$ cat src/cpamd_consts.svh
// Purpose: constants for the addressing-mode decoder
// Assumes: included by the classifier, address and decoder design files
// Notes: opcode values below set this decoder's own encoding
`ifndef CPAMD_CONSTS_SVH
`define CPAMD_CONSTS_SVH

// Prefix bytes
`define CPAMD_PFX_Y 8'h90
`define CPAMD_PFX_IND_Y 8'h91
`define CPAMD_PFX_IND 8'h92

// Named opcodes, all inherent except the relative call 8'hAD
`define CPAMD_OP_IRQ_RET 8'h80
`define CPAMD_OP_RET 8'h81
`define CPAMD_OP_TRAP 8'h83
`define CPAMD_OP_HALT 8'h8E
`define CPAMD_OP_WAIT 8'h8F
`define CPAMD_OP_CARRY_CLR 8'h98
`define CPAMD_OP_CARRY_SET 8'h99
`define CPAMD_OP_MASK_CLR 8'h9A
`define CPAMD_OP_MASK_SET 8'h9B
`define CPAMD_OP_SP_RESET 8'h9C
`define CPAMD_OP_NOP 8'h9D
`define CPAMD_OP_BYTE_MULTIPLY 8'h42
`define CPAMD_OP_REL_CALL 8'hAD

// Interrupt mask levels
`define CPAMD_MASK_LVL3 2'h3
`define CPAMD_MASK_LVL0 2'h0
`define CPAMD_MASK_RST 2'h3

// Page zero upper byte and short indexed ceiling
`define CPAMD_PAGE0 8'h00
`define CPAMD_IDX_S_MAX 16'h01FE

`endif

$ cat src/cpamd_pkg.sv
// Purpose: types for the addressing-mode decoder
// Assumes: cpamd_consts.svh holds the numbers
// Notes: one packed struct carries all decoder state but the acks_reg beat counter
package cpamd_pkg;

    // The seventeen addressing modes
    typedef enum logic [4:0] {
        M_INH, M_IMM, M_DIR_S, M_DIR_L, M_IDX_0, M_IDX_S, M_IDX_L,
        M_IND_S, M_IND_L, M_IIX_S, M_IIX_L, M_REL_D, M_REL_I,
        M_BIT_D, M_BIT_I, M_BTR_D, M_BTR_I
    } cpamd_mode_type;

    // Prefix seen ahead of the opcode
    typedef enum logic [1:0] {PFX_NONE, PFX_Y, PFX_IND, PFX_IND_Y} cpamd_pfx_type;

    // Thirteen instruction groups
    typedef enum logic [3:0] {
        G_LOAD, G_STACK, G_INCDEC, G_CMP, G_LOGIC, G_BIT, G_BTJ,
        G_ARITH, G_SHIFT, G_JUMP, G_COND, G_IRQ, G_FLAG
    } cpamd_grp_type;

    // Fetch sequencer, one-hot
    typedef enum logic [4:0] {
        ST_IDLE = 5'b00001,
        ST_OP = 5'b00010,
        ST_ARG = 5'b00100,
        ST_PTR = 5'b01000,
        ST_CALC = 5'b10000
    } cpamd_fsm_type;

    typedef struct packed {
        cpamd_fsm_type fsm;
        logic [15:0] pc;
        cpamd_pfx_type pfx;
        logic [7:0] opcode;
        logic [7:0] b1;
        logic [7:0] b2;
        logic [7:0] phi;
        logic [7:0] plo;
        logic argi;
        logic ptri;
        logic done;
        logic [15:0] ea;
        logic [15:0] tgt;
        logic [7:0] imm;
        logic [2:0] len;
        cpamd_mode_type mode;
        cpamd_grp_type grp;
        logic ill;
        logic use_y;
        logic short_only;
        logic trap;
        logic wait_irq;
        logic halt;
        logic [1:0] mask;
    } cpamd_state_type;

endpackage

$ cat src/cpamd_classify.sv
// Purpose: opcode and prefix to mode, length, group
// Assumes: opcode and prefix are stable in the same cycle
// Notes: purely combinational
`timescale 1ns/1ps
`default_nettype none
`include "cpamd_consts.svh"
module cpamd_classify (
    input wire logic [7:0] opcode,
    input wire cpamd_pkg::cpamd_pfx_type pfx,
    output cpamd_pkg::cpamd_mode_type mode,
    output logic use_y,
    output logic [1:0] arg_cnt,
    output logic [1:0] ptr_cnt,
    output cpamd_pkg::cpamd_grp_type grp,
    output logic short_only,
    output logic illegal
);
    import cpamd_pkg::*;
    logic [3:0] hi;
    logic [3:0] lo;
    logic ind;
    logic jmp;

    // Mode from the high nibble, widened by the indirect prefix
    always_comb begin
        hi = opcode[7:4];
        lo = opcode[3:0];
        ind = (pfx == PFX_IND) || (pfx == PFX_IND_Y);
        jmp = (hi >= 4'hA) && (lo == 4'hC || lo == 4'hD);
        use_y = (pfx == PFX_Y) || (pfx == PFX_IND_Y);
        case (hi)
            4'h0: mode = ind ? M_BTR_I : M_BTR_D;
            4'h1: mode = ind ? M_BIT_I : M_BIT_D;
            4'h2: mode = ind ? M_REL_I : M_REL_D;
            4'h3, 4'hB: mode = ind ? M_IND_S : M_DIR_S;
            4'h6, 4'hE: mode = ind ? M_IIX_S : M_IDX_S;
            4'h7, 4'hF: mode = M_IDX_0;
            4'hA: mode = (opcode == `CPAMD_OP_REL_CALL) ? (ind ? M_REL_I : M_REL_D) : M_IMM;
            4'hC: mode = ind ? M_IND_L : M_DIR_L;
            4'hD: mode = ind ? M_IIX_L : M_IDX_L;
            default: mode = M_INH;
        endcase
        // Bytes after the opcode and pointer bytes read from memory
        case (mode)
            M_INH, M_IDX_0: arg_cnt = 2'd0;
            M_DIR_L, M_IDX_L, M_BTR_D, M_BTR_I: arg_cnt = 2'd2;
            default: arg_cnt = 2'd1;
        endcase
        case (mode)
            M_IND_L, M_IIX_L: ptr_cnt = 2'd2;
            M_IND_S, M_IIX_S, M_REL_I, M_BIT_I, M_BTR_I: ptr_cnt = 2'd1;
            default: ptr_cnt = 2'd0;
        endcase
        // Memory-to-memory and call/jump classes stay short
        short_only = (hi <= 4'h3) || hi == 4'h6 || hi == 4'h7 || jmp;
        illegal = (jmp && (hi == 4'hC || hi == 4'hD))
            || (mode == M_IMM && (lo == 4'h7 || lo == 4'hF || lo == 4'hC))
            || (pfx == PFX_Y && hi <= 4'h2)
            || (pfx == PFX_IND_Y && !(hi == 4'h6 || hi == 4'hD || hi == 4'hE))
            || (pfx == PFX_IND && (mode == M_INH || mode == M_IMM || mode == M_IDX_0));
        // Group from the opcode map
        if (hi == 4'h0) begin
            grp = G_BTJ;
        end else if (hi == 4'h1) begin
            grp = G_BIT;
        end else if (hi == 4'h2) begin
            grp = (lo <= 4'h1) ? G_JUMP : G_COND;
        end else if (opcode == `CPAMD_OP_BYTE_MULTIPLY) begin
            grp = G_ARITH;
        end else if (hi <= 4'h7) begin
            case (lo)
                4'h0, 4'h3: grp = G_LOGIC;
                4'hA, 4'hC: grp = G_INCDEC;
                4'hD: grp = G_CMP;
                4'hF: grp = G_LOAD;
                default: grp = G_SHIFT;
            endcase
        end else if (hi <= 4'h9) begin
            case (opcode)
                `CPAMD_OP_IRQ_RET, `CPAMD_OP_TRAP, `CPAMD_OP_HALT, `CPAMD_OP_WAIT: grp = G_IRQ;
                `CPAMD_OP_RET, `CPAMD_OP_NOP: grp = G_JUMP;
                `CPAMD_OP_CARRY_CLR, `CPAMD_OP_CARRY_SET: grp = G_FLAG;
                `CPAMD_OP_MASK_CLR, `CPAMD_OP_MASK_SET: grp = G_FLAG;
                8'h84, 8'h85, 8'h86, 8'h88, 8'h89, `CPAMD_OP_SP_RESET: grp = G_STACK;
                default: grp = G_LOAD;
            endcase
        end else begin
            case (lo)
                4'h0, 4'h2, 4'h9, 4'hB: grp = G_ARITH;
                4'h1, 4'h3, 4'h5: grp = G_CMP;
                4'h4, 4'h8, 4'hA: grp = G_LOGIC;
                4'hC, 4'hD: grp = G_JUMP;
                default: grp = G_LOAD;
            endcase
        end
    end
endmodule
`default_nettype wire

$ cat src/cpamd_ea_calc.sv
// Purpose: effective address and relative target
// Assumes: fetched bytes held in registers
// Notes: purely combinational
`timescale 1ns/1ps
`default_nettype none
`include "cpamd_consts.svh"
module cpamd_ea_calc (
    input wire cpamd_pkg::cpamd_mode_type mode,
    input wire logic [7:0] idx,
    input wire logic [7:0] b1,
    input wire logic [7:0] b2,
    input wire logic [7:0] phi,
    input wire logic [7:0] plo,
    input wire logic [15:0] pc_next,
    output logic [15:0] ea,
    output logic [15:0] tgt
);
    import cpamd_pkg::*;
    logic [7:0] off;
    logic [15:0] idx_w;

    // Unsigned index sums, zero-extended so short forms reach 1FE
    always_comb begin
        idx_w = {`CPAMD_PAGE0, idx};
        case (mode)
            M_DIR_S, M_BIT_D, M_BTR_D: ea = {`CPAMD_PAGE0, b1};
            M_DIR_L: ea = {b1, b2};
            M_IDX_0: ea = idx_w;
            M_IDX_S: ea = {`CPAMD_PAGE0, b1} + idx_w;
            M_IDX_L: ea = {b1, b2} + idx_w;
            M_IND_S, M_BIT_I, M_BTR_I: ea = {`CPAMD_PAGE0, plo};
            M_IND_L: ea = {phi, plo};
            M_IIX_S: ea = {`CPAMD_PAGE0, plo} + idx_w;
            M_IIX_L: ea = {phi, plo} + idx_w;
            default: ea = 16'h0000;
        endcase
        // Offset byte: after opcode, from memory, or after a bit address
        case (mode)
            M_REL_I: off = plo;
            M_BTR_D, M_BTR_I: off = b2;
            default: off = b1;
        endcase
        tgt = pc_next + {{8{off[7]}}, off};
    end
endmodule
`default_nettype wire

$ cat src/cpamd_decoder.sv
// Purpose: fetch sequencer and addressing-mode decoder of the core
// Assumes: memory answers rd_req with rd_ack, on the same clock or after wait states
// Notes: one instruction per start; next_pc holds until next start, trap/wait/halt events pulse in the done cycle, other results hold until next done
`timescale 1ns/1ps
`default_nettype none
`include "cpamd_consts.svh"

//////////////////////////////////////////////////////////////////////
module cpamd_decoder (
    input wire logic clk,
    input wire logic reset,
    input wire logic start,
    input wire logic [15:0] pc_in,
    input wire logic [7:0] x_in,
    input wire logic [7:0] y_in,
    output logic rd_req,
    output logic [15:0] rd_addr,
    input wire logic [7:0] rd_data,
    input wire logic rd_ack,
    output logic busy,
    output logic done,
    output logic [15:0] ea,
    output logic [15:0] jump_target,
    output logic [15:0] next_pc,
    output logic [7:0] imm_data,
    output logic [2:0] instr_len,
    output cpamd_pkg::cpamd_mode_type mode,
    output cpamd_pkg::cpamd_grp_type group,
    output logic illegal,
    output logic use_y,
    output logic short_only,
    output logic trap_evt,
    output logic wait_evt,
    output logic halt_evt,
    output logic [1:0] mask_level
);
    import cpamd_pkg::*;

    cpamd_state_type s_reg;
    cpamd_state_type s_next;
    logic [7:0] op_cur;
    logic [7:0] idx;
    logic is_pfx;
    cpamd_mode_type c_mode;
    cpamd_grp_type c_grp;
    logic c_use_y;
    logic [1:0] c_arg;
    logic [1:0] c_ptr;
    logic c_short;
    logic c_ill;
    logic [15:0] c_ea;
    logic [15:0] c_tgt;
    logic [3:0] acks_reg;

    //////////////////////////////////////////////////////////////////
    // Decode of the byte on the bus in the opcode cycle, else held
    assign op_cur = (s_reg.fsm == ST_OP) ? rd_data : s_reg.opcode;
    assign idx = c_use_y ? y_in : x_in;
    assign is_pfx = (rd_data == `CPAMD_PFX_Y) || (rd_data == `CPAMD_PFX_IND)
        || (rd_data == `CPAMD_PFX_IND_Y);

    cpamd_classify u_cls (
        .opcode(op_cur),
        .pfx(s_reg.pfx),
        .mode(c_mode),
        .use_y(c_use_y),
        .arg_cnt(c_arg),
        .ptr_cnt(c_ptr),
        .grp(c_grp),
        .short_only(c_short),
        .illegal(c_ill)
    );

    cpamd_ea_calc u_calc (
        .mode(c_mode),
        .idx(idx),
        .b1(s_reg.b1),
        .b2(s_reg.b2),
        .phi(s_reg.phi),
        .plo(s_reg.plo),
        .pc_next(s_reg.pc),
        .ea(c_ea),
        .tgt(c_tgt)
    );

    //////////////////////////////////////////////////////////////////
    // Next state: prefix, opcode, operand bytes, pointer, result
    always_comb begin
        s_next = s_reg;
        s_next.done = 1'b0;
        s_next.trap = 1'b0;
        s_next.wait_irq = 1'b0;
        s_next.halt = 1'b0;
        rd_req = 1'b0;
        rd_addr = s_reg.pc;
        unique case (s_reg.fsm)
            ST_IDLE: begin
                if (start) begin
                    s_next.pc = pc_in;
                    s_next.pfx = PFX_NONE;
                    s_next.fsm = ST_OP;
                end
            end
            ST_OP: begin
                rd_req = 1'b1;
                if (rd_ack) begin
                    s_next.pc = s_reg.pc + 16'h0001;
                    // Only one prefix counts; a second is taken as opcode
                    if (s_reg.pfx == PFX_NONE && is_pfx) begin
                        if (rd_data == `CPAMD_PFX_Y) begin
                            s_next.pfx = PFX_Y;
                        end else if (rd_data == `CPAMD_PFX_IND) begin
                            s_next.pfx = PFX_IND;
                        end else begin
                            s_next.pfx = PFX_IND_Y;
                        end
                    end else begin
                        s_next.opcode = rd_data;
                        s_next.argi = 1'b0;
                        s_next.ptri = 1'b0;
                        s_next.phi = 8'h00;
                        if (c_arg != 2'd0) begin
                            s_next.fsm = ST_ARG;
                        end else if (c_ptr != 2'd0) begin
                            s_next.fsm = ST_PTR;
                        end else begin
                            s_next.fsm = ST_CALC;
                        end
                    end
                end
            end
            ST_ARG: begin
                rd_req = 1'b1;
                if (rd_ack) begin
                    s_next.pc = s_reg.pc + 16'h0001;
                    s_next.argi = 1'b1;
                    if (!s_reg.argi) begin
                        s_next.b1 = rd_data;
                    end else begin
                        s_next.b2 = rd_data;
                    end
                    if (s_reg.argi || c_arg == 2'd1) begin
                        s_next.fsm = (c_ptr != 2'd0) ? ST_PTR : ST_CALC;
                    end
                end
            end
            ST_PTR: begin
                // Pointer lives in page zero; a word pointer may cross to 0100
                rd_req = 1'b1;
                rd_addr = {`CPAMD_PAGE0, s_reg.b1} + {15'h0000, s_reg.ptri};
                if (rd_ack) begin
                    s_next.ptri = 1'b1;
                    if (c_ptr == 2'd2 && !s_reg.ptri) begin
                        s_next.phi = rd_data;
                    end else begin
                        s_next.plo = rd_data;
                    end
                    if (s_reg.ptri || c_ptr == 2'd1) begin
                        s_next.fsm = ST_CALC;
                    end
                end
            end
            ST_CALC: begin
                s_next.ea = c_ea;
                s_next.tgt = c_tgt;
                s_next.imm = s_reg.b1;
                s_next.len = {1'b0, c_arg} + 3'd1 + {2'b00, s_reg.pfx != PFX_NONE};
                s_next.mode = c_mode;
                s_next.grp = c_grp;
                s_next.ill = c_ill;
                s_next.use_y = c_use_y;
                s_next.short_only = c_short;
                s_next.done = 1'b1;
                // Core events fire only for the unprefixed one-byte forms
                if (s_reg.pfx == PFX_NONE) begin
                    s_next.trap = (s_reg.opcode == `CPAMD_OP_TRAP);
                    s_next.wait_irq = (s_reg.opcode == `CPAMD_OP_WAIT);
                    s_next.halt = (s_reg.opcode == `CPAMD_OP_HALT);
                    if (s_reg.opcode == `CPAMD_OP_MASK_SET) begin
                        s_next.mask = `CPAMD_MASK_LVL3;
                    end else if (s_reg.opcode == `CPAMD_OP_MASK_CLR) begin
                        s_next.mask = `CPAMD_MASK_LVL0;
                    end
                end
                s_next.fsm = ST_IDLE;
            end
            default: begin
                s_next.fsm = ST_IDLE;
            end
        endcase
    end

    //////////////////////////////////////////////////////////////////
    // State register
    always_ff @(posedge clk or posedge reset) begin
        if (reset) begin
            s_reg <= '{fsm: ST_IDLE, pfx: PFX_NONE, mode: M_INH, grp: G_LOAD,
                mask: `CPAMD_MASK_RST, default: '0};
        end else begin
            s_reg <= s_next;
        end
    end

    // Outputs straight from the state register
    assign busy = (s_reg.fsm != ST_IDLE);
    assign done = s_reg.done;
    assign ea = s_reg.ea;
    assign jump_target = s_reg.tgt;
    assign next_pc = s_reg.pc;
    assign imm_data = s_reg.imm;
    assign instr_len = s_reg.len;
    assign mode = s_reg.mode;
    assign group = s_reg.grp;
    assign illegal = s_reg.ill;
    assign use_y = s_reg.use_y;
    assign short_only = s_reg.short_only;
    assign trap_evt = s_reg.trap;
    assign wait_evt = s_reg.wait_irq;
    assign halt_evt = s_reg.halt;
    assign mask_level = s_reg.mask;

    //////////////////////////////////////////////////////////////////
    // Bus beats since the last accepted start, checked at done
    always_ff @(posedge clk or posedge reset) begin
        if (reset) begin
            acks_reg <= 4'h0;
        end else if (s_reg.fsm == ST_IDLE && start) begin
            acks_reg <= 4'h0;
        end else if (rd_req && rd_ack) begin
            acks_reg <= acks_reg + 4'h1;
        end
    end
endmodule
`default_nettype wire

$ cat config.mk
export PLATFORM = sky130hd
export DESIGN_NAME = cpamd_decoder
export DESIGN_NICKNAME = d
export VERILOG_FILES = /design/src/cpamd_pkg.sv /design/src/cpamd_classify.sv /design/src/cpamd_ea_calc.sv /design/src/cpamd_decoder.sv
export VERILOG_INCLUDE_DIRS = /design/src
export SDC_FILE = /design/constraint.sdc
export NUM_CORES = 1
export LEC_CHECK = 0
export BUFFER_PORTS_ARGS = -buffer_cell sky130_fd_sc_hd__buf_2
export CAP_MARGIN = 20
export CORE_UTILIZATION = 60
export DETAILED_ROUTE_END_ITERATION = 10
export PLACE_DENSITY = 0.85
export SYNTH_ARGS = -nofsm -noshare
export SYNTH_HDL_FRONTEND = slang
export SYNTH_SLANG_ARGS = --single-unit
export TNS_END_PERCENT = 20
$ cat constraint.sdc
create_clock -name clk -period 7.8 [get_ports clk]
set_input_delay 1.17 -clock clk [delete_from_list [all_inputs] [get_ports clk]]
set_output_delay 1.17 -clock clk [all_outputs]
set_load 0.01 [all_outputs]
==> reports/results.tsv, run 1 <==
metric	value	unit
finClkSkew	0.0106	ns
gr-total-overflow	0	
grt_setup_unrepaired	false	
synth_simple_gate_area_share	18.9	%
syn-num-nets	1261	
relSlewSlack	30.1	%
hpwlAfterDp	20.4	mm
rr_endpoint	jump_target[15]$_DFFE_PP0P_	
fin_crit_sh	79.8	%
finalHoldViolCount	0	
p_clk_share	19.0	%
ys_warn_count	0	
drt-vias-per-instance	6.41	
powerDensity	405	nW/um^2
netlist-cell-type-count	80	
die_x	130	um
synth_xor_area_share	3.19	%
syn_to_final_growth	8.79	%
drive_above_1_share	20.7	%
fillCellCount	1367	
post_cts_resized	0	
htree_levels	4	
synth_edf_count	0	
fp.dieH	130	um
fmax	0.161	GHz
grt_pass1_vias	8536	
status	finished clean	
rr_worst_depth	17	
synth_area	9760	sq um
clk_pin_slew	0.06	ns
cp_slowest_cell	mux2i_1	
synthFlopType	dfrtp_1	
internal_power	2290	uW
cp.buffers_inverters	0	
die_area	16800	sq um
gp_congestion	0.968	
core	15900	sq um
hold_start	use_y$_DFFE_PP0P_	
tritoncts	yes	
cts.path.max_buffers	2	
ys_ff_latch	125	
wl_per_cell	20.0	um
drtIter0Drc	930	
firstDrtPassIters	8	
worstMarginPinSlew	1.03	ns
startpoint_type	flip-flop	
path_cells	nor2b_1 -> nand2_4 -> mux2i_1 -> a211o_1 -> nor2b_2 -> and2_1 -> a221o_1 -> ha_1 -> a211oi_1 -> o21ai_0 -> a2111oi_0 -> nor2_1 -> nor4_1 -> o31ai_1 -> o41ai_1 -> xnor3_1 -> mux2_2	
antennaDiodeCount	0	
start_util	61.4	%
synth_fa_ha_area_share	5.36	%
placed_cells	1405	
leakage	0.00487	uW
cap_violations	0	
setup_tns	0	ns
num_rows	46	
cp.arrival	6.54	ns
synth_top_family_by_area	compound AO/OA/AOI/OAI gates	
min_path_type	flip-flop to flip-flop	
crit_start	s_reg[122]$_DFFE_PP0P_	
fin_nets	1293	
antenna_found_initial	0	
postCtsSetupBuffers	0	
cpPeakStageDelay	0.79	ns
drv_slew	0	
port_buffers	138	
period_minus_slack	6.23	ns
holdPathEnd	use_y$_DFFE_PP0P_	
wl	28.7	mm
grt_start_max_net_pins	87	
ys_async_sr_fraction	100	%
cpLargestDelayFamily	simple AND/OR/NAND/NOR gates	
r2r_slack	1.57	ns
syn_inst	1177	
yosys-mux-area-fraction	9.21	%
critPathCaptureType	flip-flop	
worstPathRequired	8.12	ns
cts_root_buf	clkbuf_16	
grt_pass1_wl	45.2	mm
largest_reg_flops	49	
syn_area_per_cell	8.29	sq um
seq_area_frac_synth	32.1	%
ctsHoldBuffers	0	
clock_latency	0.43	ns
r2r_start	s_reg[122]$_DFFE_PP0P_	
combPwrFrac	52.8	%
fin_util	66.8	%
drc	0	
cts-buffers-inserted	17	
setup_viol	0	
criticalPathCategory	flip-flop to flip-flop	
num_vias	9212	
finalNonFillerCells	1438	
ant_nets	0	
ioPinCount	139	
peakVddDrop	0.225	mV
seqPwrFrac	28.2	%
cp_max_fo	36	
grt_use_total	35.5	%
hold_path_depth	2	
p_sw_share	46.7	%
p_sw	2010	uW
cts_sinks	125	
synth_compound_area_share	21.8	%
power by group through the flow:
| stage | logic (uW) | registers [uW] | clock network [uW] |
|---|---|---|---|
| after floorplan | 1900 | 1010 | 0 |
| after global placement | 2170 | 1200 | 0 |
| after detailed placement | 2220 | 1200 | 0 |
| after CTS | 2240 | 1200 | 820 |
| after global routing | 2520 | 1240 | 847 |
| final | 2270 | 1210 | 816 |
worst min-delay path: stages (launching register included):
cell and delay [ns]:
dfrtp_1 0.34, nand2_1 0.05, nand2_1 0.05
routing by layer:
| layer | GRT usage (%) | vias to the layer above | part of all wire (%) |
|---|---|---|---|
| li1 | - | 4230 | - |
| met1 | 45.6 | 4367 | 40 |
| met5 | 0 | - | 0 |
| met2 | 57.0 | 530 | 47 |
| met3 | 6.69 | 85 | 8.8 |
| met4 | 18.5 | 0 | 4.1 |
cell families after synthesis:
logic type                 Yosys count
AOI/OAI and AO/OA                  335
buffers and inverters              169
adders and majority gates           40
DFF                                125
muxes                               80
and+or+nand+nor                    394
xor gates and xnor gates            34
cell type report:
cell class                      instances  area [sq um]  area share, %
Clock buffer                           21           450           4.24
Clock inverter                         11           141           1.33
Timing Repair Buffer                  147           778           7.33
Sequential cell                       125          3130           29.5
Multi-Input combinational cell        883          5710           53.8
Inverter                               35           134           1.26
Tap cell                              216           270           2.55
metrics by stage:
step | instance area, sq um | hold slack (ns) | worst slack [ns] | power (uW)
floorplan | 9760 | 0.440 | 2.01 | 2910
global placement | 9990 | 0.455 | 1.61 | 3370
detailed placement | 9990 | 0.459 | 1.49 | 3420
CTS | 10600 | 0.473 | 1.66 | 4250
global route | 10600 | 0.494 | 1.30 | 4610
finish | 10600 | 0.471 | 1.57 | 4300
Yosys cell counts (all sizes together), types with 10 or more instances:
master	number	area, sq um
nand3	26	130
nand2b	12	75.1
xor2	16	140
a31oi	14	87.6
a21oi	62	314
a21o	10	75.1
mux2i	20	200
nand2	181	687
mux2	58	653
dfrtp	123	3080
o21ai	137	686
a211oi	13	97.6
ha	37	463
a221oi	10	87.6
clkbuf	50	188
and2	13	81.3
nor2	70	270
xnor2	17	149
or3	11	68.8
nor2b	14	90.1
nor3	20	111
buf	84	598
inv	35	131
worst max-delay path by stage:
stage / slack, ns / to / cells after the start
6_report: 1.57 / jump_target[15]$_DFFE_PP0P_ / 17
5_1_grt: 1.30 / jump_target[15]$_DFFE_PP0P_ / 17
4_1_cts: 1.66 / jump_target[15]$_DFFE_PP0P_ / 17
3_5_place_dp: 1.49 / jump_target[15]$_DFFE_PP0P_ / 18
3_3_place_gp: 1.61 / jump_target[15]$_DFFE_PP0P_ / 18
2_1_floorplan: 2.01 / jump_target[15]$_DFFE_PP0P_ / 19
cell usage in the layout (no fill, tap or decap), types with 17 or more instances in the layout:
master       n
o21ai_0    124
ha_1        37
nand3_1     26
nor3_1      19
xnor2_1     17
inv_1       34
nand2_1    180
mux2_2      58
a21oi_1     61
nor2_1      69
dfrtp_1    123
mux2i_1     20
buf_2      138
clkbuf_16   17
(Power assumes the default switching activity.)
==> run 2, diff against run 1 <==
--- a/config.mk
+++ b/config.mk
@@ -6,11 +6,12 @@
 export SDC_FILE = /design/constraint.sdc
 export NUM_CORES = 1
 export LEC_CHECK = 0
+export ABC_AREA = 1
 export BUFFER_PORTS_ARGS = -buffer_cell sky130_fd_sc_hd__buf_2
 export CAP_MARGIN = 20
-export CORE_UTILIZATION = 60
+export CORE_UTILIZATION = 59
 export DETAILED_ROUTE_END_ITERATION = 10
-export PLACE_DENSITY = 0.85
+export PLACE_DENSITY = 0.84
 export SYNTH_ARGS = -nofsm -noshare
 export SYNTH_HDL_FRONTEND = slang
 export SYNTH_SLANG_ARGS = --single-unit
==> constraint.sdc (replaced) <==
create_clock -name clk -period 6.2 [get_ports clk]
set_input_delay 0.93 -clock clk [delete_from_list [all_inputs] [get_ports clk]]
set_output_delay 0.93 -clock clk [all_outputs]
set_load 0.01 [all_outputs]
==> reports/results.tsv, run 2 <==
metric	value	unit	change
status	finished clean		
seq_area_frac_synth	33.5	%	+1.4 points
ys_warn_count	0		unchanged
combPwrFrac	55.4	%	+2.6 points
cts.path.max_buffers	2		unchanged
synth.area.top_cells	dfrtp_1 33%, nand2_1 16%, o21ai_0 6.0%		
pre_cts_ws	1.06	ns	-0.434 ns
port_buffers	138		unchanged
clock_latency	0.44	ns	about the same
num_vias	9548		+3.6%
die_x	128	um	-1.2%
leakage	0.00520	uW	+6.7%
gr-total-overflow	0		unchanged
finalNonFillerCells	1594		+11%
synth_area	9350	sq um	-4.1%
mostFrequentLayoutCells	392 x nand2_1, 138 x buf_2, 125 x inv_1, 123 x dfrtp_1, 113 x o21ai_0		
rr_endpoint	jump_target[14]$_DFFE_PP0P_		
hold_path_depth	2		unchanged
setup_viol	0		unchanged
ant_nets	0		unchanged
fillCellCount	1347		-1.5%
synth_top_area_share	32.9	%	+1.4 points
drive_above_1_share	16.9	%	-3.8 points
num_rows	45		-2.2%
syn_to_final_growth	9.47	%	
grt_start_max_net_pins	79		-9.2%
die_area	16400	sq um	-2.5%
timing.hold.ws	0.473	ns	+0.00252 ns
ys_ff_latch	125		unchanged
cap_violations	0		unchanged
grt_setup_unrepaired	false		
syn_area_per_cell	7.10	sq um	-14%
ioPinCount	139		unchanged
cp_max_fo	17		-53%
synth_edf_count	0		unchanged
worstMarginPinSlew	1.09	ns	+0.0545 ns
drv_slew	0		unchanged
firstDrtPassIters	8		unchanged
r2r_start	s_reg[124]$_DFFE_PP0P_		
netlist-cell-type-count	57		-29%
fin_nets	1454		+12%
cts-buffers-inserted	17		unchanged
seqPwrFrac	25.7	%	-2.5 points
postCtsSetupBuffers	0		unchanged
wl	28.5	mm	-0.84%
grt_use_total	35.5	%	about the same
drt-vias-per-instance	5.99		-6.5%
synthTopCellsByCount	392 x nand2_1, 126 x inv_1, 123 x dfrtp_1, 113 x o21ai_0, 76 x nor2_1		
critPathCaptureType	flip-flop		
relSlewSlack	27.1	%	-3.0 points
ys_async_sr_fraction	100	%	unchanged
fp.dieH	128	um	-1.2%
fmax	0.190	GHz	+18%
gp_congestion	1.04		+7.7%
placed_cells	1561		+11%
cp.arrival	5.63	ns	-0.91 ns
criticalPathCategory	flip-flop to flip-flop		
crit_top_cell	nand2_1		
synth_top_cell_by_area	dfrtp_1		
clk_pin_slew	0.06	ns	about the same
p_clk_share	18.9	%	about the same
grt_pass1_vias	8424		-1.3%
p_sw_share	50.5	%	+3.8 points
period_minus_slack	5.27	ns	-0.959 ns
min_path_type	flip-flop to flip-flop		
cpPeakStageDelay	0.43	ns	-0.36 ns
setup_tns	0	ns	unchanged
grt_pass1_wl	44.4	mm	-1.8%
syn_inst	1318		+12%
syn-num-nets	1402		+11%
hpwlAfterDp	21.2	mm	+4.2%
tritoncts	yes		
post_cts_resized	0		unchanged
holdPathEnd	mode[0]$_DFFE_PP0P_		
worstPathRequired	6.56	ns	-1.56 ns
peakVddDrop	0.357	mV	+59%
final_common_cell	nand2_1		
fin_crit_sh	85.0	%	+5.1 points
p_sw	2790	uW	+39%
core	15300	sq um	-3.6%
r2r_slack	0.93	ns	-0.64 ns
cp_slowest_cell	dfrtp_1		
wl_per_cell	17.9	um	-11%
largest_reg_flops	49		unchanged
rr_worst_depth	30		+13
powerDensity	539	nW/um^2	+33%
internal_power	2740	uW	+19%
fin_ws	0.932	ns	-0.641 ns
finClkSkew	0.0121	ns	+0.00153 ns
start_util	61.1	%	-0.35 points
synthFlopType	dfrtp_1		
hold_start	mode[0]$_DFFE_PP0P_		
cts_sinks	125		unchanged
antenna_found_initial	0		unchanged
drc	0		unchanged
cts_root_buf	clkbuf_16		
finalHoldViolCount	0		unchanged
startpoint_type	flip-flop		
drtIter0Drc	1153		+24%
htree_levels	4		unchanged
crit_start	s_reg[124]$_DFFE_PP0P_		
yosysMostFrequentCell	nand2_1		
ctsHoldBuffers	0		unchanged
antennaDiodeCount	0		unchanged
==> run 2: how the worst max path moves through the flow <==
| stage | to | slack (ns) | cells after the start |
|---|---|---|---|
| 6_report | jump_target[14]$_DFFE_PP0P_ | 0.93 | 30 |
| 5_1_grt | jump_target[13]$_DFFE_PP0P_ | 0.45 | 30 |
| 4_1_cts | jump_target[13]$_DFFE_PP0P_ | 1.11 | 28 |
| 3_5_place_dp | jump_target[13]$_DFFE_PP0P_ | 1.06 | 28 |
| 3_3_place_gp | jump_target[13]$_DFFE_PP0P_ | 1.22 | 30 |
| 2_1_floorplan | done$_DFF_PP0_ | 1.95 | 1 |
==> run 2: final cells by class <==
type	instances	area [sq um]	area share, %
multi-input combinational	946	4990	48.8
clock inverter	13	164	1.60
sequential	125	3130	30.6
timing repair buffer	142	721	7.04
clock buffer	19	443	4.33
tap	211	264	2.58
inverter	138	523	5.11
==> run 2: kinds of logic (layout without fill, tap and decap cells) <==
logic type,after synthesis,count (layout),synth area share (%)
AND/OR/NAND/NOR,617,617,29.0
multiplexers,3,3,0.334
AO/OA/AOI/OAI,271,271,17.0
buffers and inverters,247,312,13.2
adder cells (fa/ha/maj),40,40,5.59
XOR/XNOR,15,15,1.40
flip-flops,125,125,33.5
==> run 2: power groups by stage <==
stage / Sequential, uW / Combinational [uW] / Clock [uW]
floorplan: 1280 / 2390 / 0
global placement: 1400 / 2900 / 0
detailed placement: 1410 / 2950 / 0
CTS: 1400 / 2980 / 1040
global route: 1440 / 3370 / 1080
finish: 1420 / 3060 / 1040
==> run 2: per-layer routing <==
layer | vias up | wire [um] | track usage (%)
met3 | 87 | 3260 | 8.35
met4 | 0 | 973 | 13.8
met5 | - | 0 | 0
li1 | 4412 | - | -
met2 | 604 | 11900 | 51.6
met1 | 4445 | 12400 | 50.9
==> run 2: critical path: cells and delay by family, from the launching register on <==
family          cells  cell delay (ns)
fa+ha+maj           2             0.63
simple gates       20             3.04
compound gates      4             0.82
buf+inv             4             0.30
flops               1             0.43
==> run 2: through the flow <==
stage          total power [uW]  utilization, %  cell area (sq um)
2_1_floorplan              3660               -               9350
3_3_place_gp               4310            62.8               9620
3_5_place_dp               4360            62.8               9620
4_1_cts                    5420            66.8              10200
5_1_grt                    5900            66.8              10200
6_report                   5520            66.8              10200
